<file path="src/lgfb_pkg.sv">
// package of constants for the logic gate function blocks
package lgfb_pkg;
    localparam int unsigned GATE_INPUTS  = 4;
    localparam logic [3:0]  AND_TIE      = 4'hf;
    localparam logic [3:0]  OR_TIE       = 4'h0;
    localparam logic [3:0]  PREV_RST     = 4'h0;
    localparam logic        OUT_RST      = 1'h0;
    localparam logic [1:0]  SB_TIE       = 2'h0;
    localparam logic [15:0] CNT_RST      = 16'h0000;
endpackage : lgfb_pkg

</file>
<file path="src/lgfb_top.sv">
// logic gate function blocks plus special-block common input handling
`timescale 1ns/1ps
module lgfb_top #(
    parameter int unsigned CNT_W = 16
) (
    input  wire logic              ref_clk,
    input  wire logic              rst_n,
    input  wire logic              clk_en,
    input  wire logic [3:0]        and_in,
    input  wire logic [3:0]        and_conn,
    input  wire logic [3:0]        or_in,
    input  wire logic [3:0]        or_conn,
    input  wire logic [1:0]        xor_in,
    input  wire logic [1:0]        xor_conn,
    input  wire logic              not_in,
    input  wire logic              sb_set,
    input  wire logic              sb_reset,
    input  wire logic              sb_trigger,
    input  wire logic              sb_count,
    input  wire logic              sb_dir,
    input  wire logic              sb_enable,
    input  wire logic              sb_invert,
    input  wire logic              sb_reset_all,
    input  wire logic [7:0]        sb_conn,
    input  wire logic [CNT_W-1:0]  sb_param_limit,
    output logic                   and_out,
    output logic                   and_edge_out,
    output logic                   nand_out,
    output logic                   nand_edge_out,
    output logic                   or_out,
    output logic                   nor_out,
    output logic                   xor_out,
    output logic                   not_out,
    output logic                   sb_out,
    output logic                   sb_running,
    output logic [CNT_W-1:0]       sb_count_value,
    output logic                   sb_limit_hit
);

    if (CNT_W < 2 || CNT_W > 32) begin : g_chk
        $error("lgfb_top: CNT_W must be 2..32");
    end

    ////////////////////////////////////////////////////////////////////////
    // input tying per gate family

    logic [3:0] and_eff;
    logic [3:0] or_eff;
    logic [1:0] xor_eff;
    logic [7:0] sb_eff;

    // one generate loop ties each unconnected and/or lane to its family level; xor lanes are tied low below it
    for (genvar i = 0; i < lgfb_pkg::GATE_INPUTS; i++) begin : g_tie
        assign and_eff[i] = and_conn[i] ? and_in[i]
                                        : lgfb_pkg::AND_TIE[i];
        assign or_eff[i]  = or_conn[i] ? or_in[i]
                                       : lgfb_pkg::OR_TIE[i];
    end
    assign xor_eff[0] = xor_conn[0] & xor_in[0];
    assign xor_eff[1] = xor_conn[1] & xor_in[1];

    // special inputs: set, reset, trigger, count, dir, enable, invert, ral
    assign sb_eff = sb_conn & {sb_reset_all, sb_invert, sb_enable, sb_dir,
                               sb_count, sb_trigger, sb_reset,
                               sb_set};

    ////////////////////////////////////////////////////////////////////////
    // basic gates, registered once per program cycle

    logic [3:0] prev_reg;
    logic [3:0] prev_next;
    logic [7:0] gate_reg;
    logic [7:0] gate_next;
    logic       and_all;
    logic       prev_all;

    always_comb begin
        and_all   = &and_eff;
        prev_all  = &prev_reg;
        prev_next = and_eff;
        gate_next[0] = and_all;
        gate_next[1] = and_all & ~prev_all;
        gate_next[2] = ~and_all;
        gate_next[3] = ~and_all & prev_all;
        gate_next[4] = |or_eff;
        gate_next[5] = ~(|or_eff);
        gate_next[6] = xor_eff[0] ^ xor_eff[1];
        gate_next[7] = ~not_in;
    end

    // history starts at zero, so an all-ones first cycle counts as an edge
    always_ff @(posedge ref_clk) begin
        if (!rst_n) begin
            prev_reg <= lgfb_pkg::PREV_RST;
            gate_reg <= 8'h00;
        end else if (clk_en) begin
            prev_reg <= prev_next;
            gate_reg <= gate_next;
        end
    end

    assign and_out       = gate_reg[0];
    assign and_edge_out  = gate_reg[1];
    assign nand_out      = gate_reg[2];
    assign nand_edge_out = gate_reg[3];
    assign or_out        = gate_reg[4];
    assign nor_out       = gate_reg[5];
    assign xor_out       = gate_reg[6];
    assign not_out       = gate_reg[7];

    ////////////////////////////////////////////////////////////////////////
    // special block: set/reset latch, triggered up/down pulse tally

    logic             s_set, s_rst, s_trg, s_cnt, s_dir, s_en, s_inv, s_ral;
    logic             latch_reg;
    logic             latch_next;
    logic             run_reg;
    logic             run_next;
    logic             cnt_prev_reg;
    logic             cnt_prev_next;
    logic [CNT_W-1:0] cnt_reg;
    logic [CNT_W-1:0] cnt_next;
    logic             out_reg;
    logic             out_next;
    logic             hit_reg;
    logic             hit_next;

    assign {s_ral, s_inv, s_en, s_dir, s_cnt, s_trg, s_rst, s_set} = sb_eff;

    always_comb begin
        latch_next    = latch_reg;
        run_next      = run_reg;
        cnt_prev_next = s_cnt;
        cnt_next      = cnt_reg;
        if (s_ral) begin
            latch_next    = lgfb_pkg::OUT_RST;
            run_next      = 1'b0;
            cnt_prev_next = 1'b0;
            cnt_next      = lgfb_pkg::CNT_RST[CNT_W-1:0];
        end else if (s_rst) begin
            latch_next = lgfb_pkg::OUT_RST;
            run_next   = 1'b0;
        end else if (s_en) begin
            if (s_set) begin
                latch_next = 1'b1;
            end
            if (s_trg) begin
                run_next = 1'b1;
            end
            if (run_reg && s_cnt && !cnt_prev_reg) begin
                cnt_next = s_dir ? cnt_reg - 1'b1 : cnt_reg + 1'b1;
            end
        end
        // limit is a configured value, only compared, never a live signal
        hit_next = (cnt_next == sb_param_limit);
        // a disabled block ignores invert as well, so the output holds unless reset or reset all clears it
        out_next = s_en ? (latch_next ^ s_inv) : out_reg;
        if (s_rst || s_ral) begin
            out_next = lgfb_pkg::OUT_RST;
        end
    end

    always_ff @(posedge ref_clk) begin
        if (!rst_n) begin
            latch_reg    <= lgfb_pkg::OUT_RST;
            run_reg      <= 1'b0;
            cnt_prev_reg <= 1'b0;
            cnt_reg      <= lgfb_pkg::CNT_RST[CNT_W-1:0];
            out_reg      <= lgfb_pkg::OUT_RST;
            hit_reg      <= 1'b0;
        end else if (clk_en) begin
            latch_reg    <= latch_next;
            run_reg      <= run_next;
            cnt_prev_reg <= cnt_prev_next;
            cnt_reg      <= cnt_next;
            out_reg      <= out_next;
            hit_reg      <= hit_next;
        end
    end

    assign sb_out         = out_reg;
    assign sb_running     = run_reg;
    assign sb_count_value = cnt_reg;
    assign sb_limit_hit   = hit_reg;
endmodule : lgfb_top

</file>
<file path="config.mk">
export PLATFORM = sky130hd
export DESIGN_NAME = lgfb_top
export DESIGN_NICKNAME = d
export VERILOG_FILES = /design/src/lgfb_pkg.sv /design/src/lgfb_top.sv
export SDC_FILE = /design/constraint.sdc
export NUM_CORES = 1
export LEC_CHECK = 0
export ABC_CLOCK_PERIOD_IN_PS = 7200
export BUFFER_PORTS_ARGS = -buffer_cell sky130_fd_sc_hd__buf_2
export CORE_ASPECT_RATIO = 0.7
export CORE_UTILIZATION = 30
export DETAILED_ROUTE_END_ITERATION = 8
export PLACE_DENSITY = 0.59
export SLEW_MARGIN = 10
export SYNTH_ARGS = -nofsm -noshare
export SYNTH_HDL_FRONTEND = slang
export SYNTH_SLANG_ARGS = --single-unit
</file>
<file path="constraint.sdc">
create_clock -name ref_clk -period 7.2 [get_ports ref_clk]
set_input_delay 0.36 -clock ref_clk [delete_from_list [all_inputs] [get_ports ref_clk]]
set_output_delay 0.36 -clock ref_clk [all_outputs]
set_load 0.03 [all_outputs]
</file>
==> key figures, run 1 <==
Cells and area
  • Fillers: ~900
  • Most frequent cells in the layout: buf_2, nand2_1, dfxtp_1, nor2b_1, nor2_1
  • Post-route insts no fill: roughly 550
  • Antenna diodes: 0
  • Share of layout cells above drive strength 1: a little under a quarter
  • Most common cell after layout, fill and taps aside: buf_2
  • Fin nets: 482
  • Largest register FFs: 16
  • Final design area excluding fillers: around 3400 um2
  • Area delta synth->final: 22.6%

CTS
  • Clk sink count: 33
  • H-tree levels: 2
  • Setup Buffers After CTS: 0
  • Cts repair resizes: 0
  • Clock buffer depth: 2
  • CTS Hold Bufs: 0
  • CTS tree: done
  • Root buffer cell: clkbuf_16
  • Worst-path clk slew: about 60 ps
  • Clk Latency, worst-skew pair: between 200 and 300 ps
  • Num CTS Buffers: 5

STA
  • RSZ-0062 raised after global routing: no
  • Relative slew margins: between 30% and 40%
  • Max Clock Skew: 7.24 ps
  • Minimum clock period: 3200 ps
  • Worst hold slack: about 320 ps
  • F_max: roughly 0.31 GHz
  • Setup TNS: 0 ps
  • Fin. max-slew vios: 0
  • Endpoints failing setup: 0
  • Worst slew pin tran: around 980 ps
  • Final period utilization: between 40% and 50%
  • Hold Fails Final Rpt: 0

Die
  • IO Count: 83
  • Die width: 116 um
  • Starting Density: a little under a third
  • Rows: 28
  • Chip height: approximately 80 um
  • Die area: between 9000 and 10,000 um2
  • Core area: 8650 um2

Route
  • Vias/cell: 5.67
  • Residual DRC: 0
  • DRT Pass-1 Iters: 5
  • Final wirelength: around 9100 um
  • WL per Instance: between 15 and 20 um
  • Metal-1 WL: 4410 um
  • DR WL met2: roughly 3600 um
  • Vias: about 3,100
  • Top Layer Used: met4
  • Metal3 WL: between 900 and 1000 um
  • 1st-iter DRT viols: ~290
  • Routed Antenna Nets: 0

Yosys
  • Post-Synthesis Cells: 366
  • Unique masters post-synth: 63
  • Largest family of logic cells by synthesized area: simple AND/OR/NAND/NOR gates
  • XOR/XNOR share of the synthesized area: 4.47%
  • Ys async rst share: 0%
  • Main flop type after synthesis: dfxtp_1
  • Mux share of post-synthesis cell area: roughly 4%
  • Net count after synthesis: between 400 and 500
  • Biggest area consumer among synthesized cells: dfxtp_1
  • Synthesis-stage register bit count: 33
  • Area share of fa/ha/maj cells after synthesis: less than 1%
  • Syn_area_per_cell: around 7.5 um2
  • Compound-Gate Fraction of Synth Area: a little under a quarter
  • Synth area leaders: dfxtp_1, nand2_1, nor2b_1
  • EDFF count, synth: 0
  • Post-synthesis sequential area ratio: between 20% and 30%
  • Top cell type's share of synthesized area: between 20% and 30%
  • YS warnings: 0
  • Post-Synth Simple-Gate Area: roughly 39%
  • Mapped cell area: approximately 2700 um2

Worst hold path
  • Hold WC Path Type: in -> reg

GRT
  • GRT overflow: 0
  • Total GRT Usage: 19.6%
  • Initial antenna violation count: 0
  • Global-route wire length before repair: ~14,000 um
  • Pin count of the biggest net entering global routing: 46
  • Vias in the first global route: approximately 2,700

Status
  • Status: complete, no violations

Placement
  • Placed Area: 3180 um2
  • Port Buffer Count: between 80 and 90
  • Post-DP HPWL: 6550 um
  • Placed insts: 538
  • Final Wtd Congestion: between 0.9 and 1

Worst setup path
  • Crit path max fanout: 12
  • Crit path kind: in -> reg
  • Crit path required time: about 7400 ps
  • Nature of the critical path endpoint: register
  • Crit path launch type: input port
  • Arrival @ worst endpoint: 3410 ps

Flow run
  • Maxcap violations: 0

Power and ir drop
  • Pleak: 1.41 nW
  • Peak VDD IR: roughly 0.086 mV
  • Power density over cell area: around 160 nW/um2
through the flow:
step                setup WS [ps]  power (W)  util [%]
floorplan                    4170   0.000241         -
CTS                          4090   0.000533      38.8
detailed placement           3810   0.000273      36.8
global route                 3760   0.000549      38.9
global placement             3910   0.000271      36.8
finish                       4000   0.000526      38.9
cell usage after synthesis (9+ instances only):
| master | number |
|---|---|
| a21oi_1 | 13 |
| and2_1 | 9 |
| clkbuf_1 | 25 |
| dfxtp_1 | 33 |
| mux2i_1 | 11 |
| nand2_1 | 40 |
| nand2b_1 | 9 |
| nand4_1 | 12 |
| nor2_1 | 19 |
| nor2b_1 | 21 |
| nor3_1 | 18 |
| nor4_1 | 9 |
| o21ai_0 | 15 |
metal layers:
| metal | track usage [%] | vias to the layer above |
|---|---|---|
| met2 | 27.8 | 186 |
| met1 | 28.7 | 1417 |
| met3 | 3.84 | 10 |
| met4 | 7.56 | 0 |
| met5 | 0 | - |
| li1 | - | 1483 |
logic make-up (layout without fill, tap and decap cells):
family | Yosys count | in the layout
AO/OA/AOI/OAI | 88 | 88
XOR/XNOR | 14 | 14
adder cells (fa/ha/maj) | 1 | 1
buffers and inverters | 32 | 92
flip-flops | 33 | 33
multiplexers | 11 | 11
AND/OR/NAND/NOR | 187 | 187
final cells by class:
type	count	area [um2]	area share (%)
Timing Repair Buffer	82	410	12.2
Sequential cell	33	661	19.6
Tap cell	120	150	4.46
Clock buffer	6	139	4.13
Inverter	2	7.51	0.223
Multi-Input combinational cell	301	1960	58.2
Clock inverter	2	37.5	1.12
final timing paths:
| kind | startpoint | endpoint | slack (ps) | depth (start not counted) |
|---|---|---|---|---|
| max | sb_conn[4] | sb_limit_hit | 4000 | 12 |
| min | sb_trigger | sb_running | 320 | 3 |
| max reg2reg | sb_count_value[1] | sb_limit_hit | 4030 | 10 |
| min reg2reg | latch_reg | latch_reg | 480 | 2 |
where the power goes:
part	internal, W	leakage, nW	switching, W
logic	0.0000316	1.06	0.0000478
registers	0.000188	0.269	0.00000272
clock network	0.000173	0.0831	0.0000840
critical path: stages:
cell,delay (ps)
buf_2,140
nand2_1,290
xnor2_1,220
ha_1,260
or4_4,470
or4_4,450
a21oi_4,210
mux2i_1,200
o311ai_0,160
nor4bb_1,350
nand4_1,180
o22ai_2,110
Note: power is estimated with default switching activity, not from simulation.
==> inputs of run 2 (changes only) <==
ABC_CLOCK_PERIOD_IN_PS = 3300   (was 7200)
clock period = 3.3 ns   (was 7.2 ns; I/O delays follow)
==> run 2 against run 1 <==
Core utilization increased by 0.51 points. Sequential power increased by 120%. Clock-buffer cell count fell by 1. Via count unchanged. Largest cell class unchanged.
==> key figures, run 2 (synthesized netlist as in run 1, its figures left out) <==
Status
  • Status: complete, no violations

Placement
  • Post-DP HPWL: ~7000 um
  • Place WS: ~400 ps
  • Final Wtd Congestion: about 0.94
  • Port Buffer Count: between 80 and 90

Die
  • Chip height: 82.0 um
  • Core area: between 8000 and 9000 um2
  • Rows: 28
  • Die width: ~120 um
  • Die area: roughly 9500 um2
  • IO Count: 83
  • Starting Density: 31.7%

Power and ir drop
  • Clock share of power: roughly 44%
  • Combinational power share: between 15 and 20%
  • NetSw: roughly 0.00030 W
  • Register share of total power: 39.1%
  • Pleak: between 1 and 1.5 nW
  • Sw Share: between 20% and 30%
  • Power density over cell area: 312 nW/um2
  • Peak VDD IR: around 0.22 mV
  • Cell Int Power: approximately 0.00076 W

Worst setup path
  • Arrival @ worst endpoint: between 3000 and 4000 ps
  • CP max-delay cell: a2111oi_1
  • Nature of the critical path endpoint: register
  • Crit path kind: reg -> reg
  • Crit path launch type: register
  • Worst path max stage delay: between 500 and 600 ps
  • Most frequent CP cell: nand4_1
  • Crit path required time: between 3000 and 4000 ps
  • Worst path top cell family by delay: compound AO/OA/AOI/OAI gates
  • Crit path buffers/inverters: 0
  • Critical Path, Cell by Cell: ha_1 > a21bo_2 > a2111oi_1 > xor2_1 > mux2i_1 > nand4_1 > a2111oi_2 > nand4_1 > o22ai_2
  • Crit path max fanout: 11

CTS
  • Clk sink count: 33
  • Clk Latency, worst-skew pair: 290 ps
  • Worst-path clk slew: 60 ps
  • H-tree levels: 2
  • CTS Hold Bufs: 0
  • Cts repair resizes: 0
  • Root buffer cell: clkbuf_16
  • Clock buffer depth: 2
  • Num CTS Buffers: 5
  • CTS tree: done
  • Setup Buffers After CTS: 0

GRT
  • Total GRT Usage: 20.8%
  • GRT overflow: 0
  • Vias in the first global route: around 2,700
  • Pin count of the biggest net entering global routing: 33
  • Initial antenna violation count: 0
  • Global-route wire length before repair: between 10,000 and 15,000 um

Cells and area
  • Most frequent cells in the layout: buf_2, nand2_1, dfxtp_1, nor2b_1, nor2_1
  • Antenna diodes: 0
  • Area delta synth->final: 24.2%
  • Share of layout cells above drive strength 1: approximately a quarter
  • Largest register FFs: 16
  • Fin nets: around 500
  • Final core utilization: just under 40%
  • Fillers: ~900
  • Most common cell after layout, fill and taps aside: buf_2

Route
  • 1st-iter DRT viols: between 200 and 300
  • DRT Pass-1 Iters: 5
  • Residual DRC: 0
  • Routed Antenna Nets: 0
  • Final wirelength: roughly 9500 um
  • Vias: 3,096
  • WL per Instance: around 17 um
  • Vias/cell: 5.56

STA
  • Worst slew pin tran: between 900 and 1000 ps
  • Relative slew margins: 37.2%
  • Hold Fails Final Rpt: 0
  • Max Clock Skew: around 2.1 ps
  • Setup TNS: 0 ps
  • Final period utilization: 89.4%
  • Setup slack after layout: between 300 and 400 ps
  • Minimum clock period: approximately 2900 ps
  • RSZ-0062 raised after global routing: no
  • Fin. max-slew vios: 0
  • F_max: ~0.34 GHz
  • Endpoints failing setup: 0

Worst hold path
  • Hold WC Path Type: in -> reg

Flow run
  • Maxcap violations: 0
==> run 2: cell types whose count changed in the layout (fill, tap and decap cells not counted), sizes merged <==
cell,previous run,this run
clkinv,0,2
bufinv,1,0
clkbuf,6,5
buf,82,93
==> run 2: metrics by stage <==
| stage | hold slack (ps) | power (W) | cell area, um2 | instances |
|---|---|---|---|---|
| after floorplan | 319 | 0.000525 | 2740 | 366 |
| after CTS | 120 | 0.00107 | 3410 | 557 |
| final | 129 | 0.00106 | 3410 | 557 |
| after detailed placement | 422 | 0.000600 | 3260 | 549 |
| after global placement | 421 | 0.000597 | 3260 | 549 |
| after global routing | 153 | 0.00111 | 3410 | 557 |
==> run 2: layout make-up <==
| cell class | count | area (um2) | area share, % |
|---|---|---|---|
| flip-flops and latches | 33 | 661 | 19.4 |
| multi-input cells | 301 | 1950 | 57.3 |
| clock inverters | 3 | 17.5 | 0.514 |
| inverters | 2 | 7.51 | 0.220 |
| repair buffers | 93 | 493 | 14.5 |
| well taps | 120 | 150 | 4.41 |
| clock buffers | 5 | 125 | 3.67 |
==> run 2: path summary, 6_finish.rpt <==
path                     start  slack (ps)            to  depth (start not counted)
max reg2reg  sb_count_value[0]         350  sb_limit_hit                          9
min reg2reg        gate_reg[6]         480   gate_reg[6]                          1
min                 sb_trigger         130    sb_running                          3
max          sb_count_value[0]         350  sb_limit_hit                          9
==> run 2: per-layer routing <==
layer | wire [um] | global-route usage, %
met1 | 4720 | 31.9
met2 | 3700 | 28.3
met3 | 916 | 4.58
met4 | 116 | 5.51
met5 | 0 | 0
==> run 2: worst reg2reg max path, cell delays in order (launching register included) <==
cell	delay [ps]
dfxtp_1	530
ha_1	320
a21bo_2	280
a2111oi_1	590
xor2_1	230
mux2i_1	210
nand4_1	170
a2111oi_2	270
nand4_1	160
o22ai_2	110
==> run 2: power groups by stage <==
stage          Sequential (W)  Clock, W  Combinational, W
6_report             0.000416  0.000468          0.000178
2_1_floorplan        0.000436         0         0.0000893
4_1_cts              0.000415  0.000480          0.000177
5_1_grt              0.000417  0.000496          0.000194
3_3_place_gp         0.000424         0          0.000173
3_5_place_dp         0.000424         0          0.000176
==> inputs of run 3 (changes only) <==
GPL_TIMING_DRIVEN = 0   (was default)
==> run 3 against run 2 <==
Combinational power grew 2%. Wire length grew 4.6%. Register-to-register slack lost 190 ps. Global-route usage grew 0.30 points. Maximum frequency shrank 6.2%. Worst hold slack gained 2.0 ps. Sequential share of layout area shrank 0.49 points. Die area is the same. Critical path depth grew 2. First-iteration DRC count grew 50%. Largest cell class unchanged. Clock skew grew 4.5 ps. Core utilization grew 1.1 points.
==> key figures, run 3 (synthesized netlist as in run 1, its figures left out) <==
Die
  • Die area: 9530 um2
  • Chip height: 82.0 um
  • Rows: 28
  • Die width: about 120 um
  • Starting Density: 31.7%
  • IO Count: a little over 80
  • Core area: 8650 um2

GRT
  • Pin count of the biggest net entering global routing: 13
  • Met2 Use GR: 30.0%
  • Met1 usage: between 30% and 40%
  • Total GRT Usage: 21.1%
  • Global-route wire length before repair: between 15,000 and 20,000 um
  • GRT met3 Usage: 6.35%
  • GR peak layer: met1
  • Initial antenna violation count: 0
  • GRT overflow: 0
  • Vias in the first global route: 2,812

STA
  • Hold Fails Final Rpt: 0
  • Minimum clock period: 3140 ps
  • Setup slack after layout: 157 ps
  • Max Clock Skew: between 6 and 7 ps
  • Final period utilization: a little over nine tenths
  • Fin. max-slew vios: 0
  • Setup TNS: 0 ps
  • Worst hold slack: 131 ps
  • F_max: roughly 0.32 GHz
  • Endpoints failing setup: 0
  • RSZ-0062 raised after global routing: no
  • Worst slew pin tran: 778 ps
  • Relative slew margins: a little under half

Worst setup path
  • Worst path max stage delay: roughly 470 ps
  • Arrival @ worst endpoint: ~3400 ps
  • Critical Path, Cell by Cell: buf_6 > xnor2_1 > ha_2 > or4_4 > or4_4 > a21oi_4 > mux2i_1 > o311ai_0 > nor4bb_1 > nand4_1 > o22ai_2
  • Crit path kind: reg -> reg
  • Worst path top cell family by delay: simple AND/OR/NAND/NOR gates
  • Crit path required time: around 3500 ps
  • Crit path max fanout: 10
  • Nature of the critical path endpoint: register
  • CP max-delay cell: or4_4
  • Crit path buffers/inverters: 1
  • Crit path launch type: register
  • Most frequent CP cell: or4_4

Cells and area
  • Fin nets: slightly above 500
  • Area delta synth->final: 27.7%
  • Most frequent cells in the layout: buf_2, nand2_1, dfxtp_1, clkbuf_1, nor2b_1
  • Most common cell after layout, fill and taps aside: buf_2
  • Share of layout cells above drive strength 1: approximately a quarter
  • Largest register FFs: 16
  • Antenna diodes: 0
  • Fillers: about 950
  • Final core utilization: between 40 and 50%

CTS
  • H-tree levels: 2
  • Root buffer cell: clkbuf_16
  • Num CTS Buffers: 5
  • Worst-path clk slew: around 60 ps
  • Clock buffer depth: 2
  • Clk Latency, worst-skew pair: about 290 ps
  • Clk sink count: 33
  • CTS tree: done
  • CTS Hold Bufs: 0

Status
  • Status: complete, no violations

Power and ir drop
  • Combinational power share: 15.7%
  • Clock share of power: between 40 and 50%
  • Pleak: roughly 1.5 nW
  • Sw Share: 27.8%
  • Register share of total power: around 36%
  • Cell Int Power: roughly 0.00084 W
  • Power density over cell area: 332 nW/um2
  • NetSw: about 0.00032 W
  • Peak VDD IR: 0.258 mV

Placement
  • Port Buffer Count: 81
  • Post-DP HPWL: 7400 um
  • Place WS: -288 ps
  • Final Wtd Congestion: approximately 0.98

Flow run
  • Maxcap violations: 0

Route
  • Final wirelength: roughly 10000 um
  • Vias/cell: 5.61
  • Residual DRC: 0
  • Vias: around 3,200
  • DRT Pass-1 Iters: 5
  • 1st-iter DRT viols: about 430
  • Routed Antenna Nets: 0
  • WL per Instance: approximately 17 um

Worst hold path
  • Hold WC Path Type: in -> reg
run 3: cell types whose count changed in the layout (fill, tap and decap cells not counted), moves of 2 or more:
| cell | delta |
|---|---|
| clkbuf_1 | +23 |
| buf_2 | +3 |
| clkinv_2 | -2 |
| buf_4 | -10 |
run 3: power by group through the flow:
stage	combinational (W)	sequential (W)	clock, W
finish	0.000182	0.000415	0.000565
global placement	0.000177	0.000423	0
detailed placement	0.000179	0.000424	0
CTS	0.000180	0.000415	0.000567
global route	0.000201	0.000416	0.000586
floorplan	0.0000893	0.000436	0
run 3: path summary, 6_finish.rpt:
kind | end | slack, ps | startpoint | cells past startpoint
setup / recovery | sb_limit_hit | 160 | sb_count_value[1] | 11
hold / removal | gate_reg[7] | 130 | not_in | 3
setup reg to reg | sb_limit_hit | 160 | sb_count_value[1] | 11
hold reg to reg | gate_reg[7] | 470 | gate_reg[7] | 1
run 3: routing by layer:
metal / wire length, um / vias up
met4: 114 / 0
met2: 3910 / 178
met1: 4780 / 1504
li1: - / 1530
met3: 1080 / 17
met5: 0 / -
run 3: final cells by class:
type,count,area [um2],share of cell area [%]
Multi-Input combinational cell,301,1970,56.2
Sequential cell,33,662,18.9
Tap cell,120,150,4.29
Clock inverter,3,46.3,1.32
Timing Repair Buffer,82,413,11.8
Inverter,2,7.51,0.214
Buffer,30,130,3.72
Clock buffer,5,125,3.57
run 3: stage by stage:
step / cells / instance area [um2] / total power [W]
floorplan: 366 / 2740 / 0.000525
CTS: 575 / 3480 / 0.00116
global placement: 567 / 3300 / 0.000601
detailed placement: 567 / 3300 / 0.000603
global route: 576 / 3500 / 0.00120
finish: 576 / 3500 / 0.00116
run 3: timing repair:
action,CTS,global route
resized for setup,3,6
setup endpoints to repair,1,1
buffers inserted,0,1
pin swaps,1,3
run 3: worst reg2reg max path: stages (launching register included):
cell and delay (ps):
dfxtp_2 340, buf_6 140, xnor2_1 130, ha_2 230, or4_4 470, or4_4 450, a21oi_4 200, mux2i_1 190
o311ai_0 160, nor4bb_1 420, nand4_1 220, o22ai_2 120
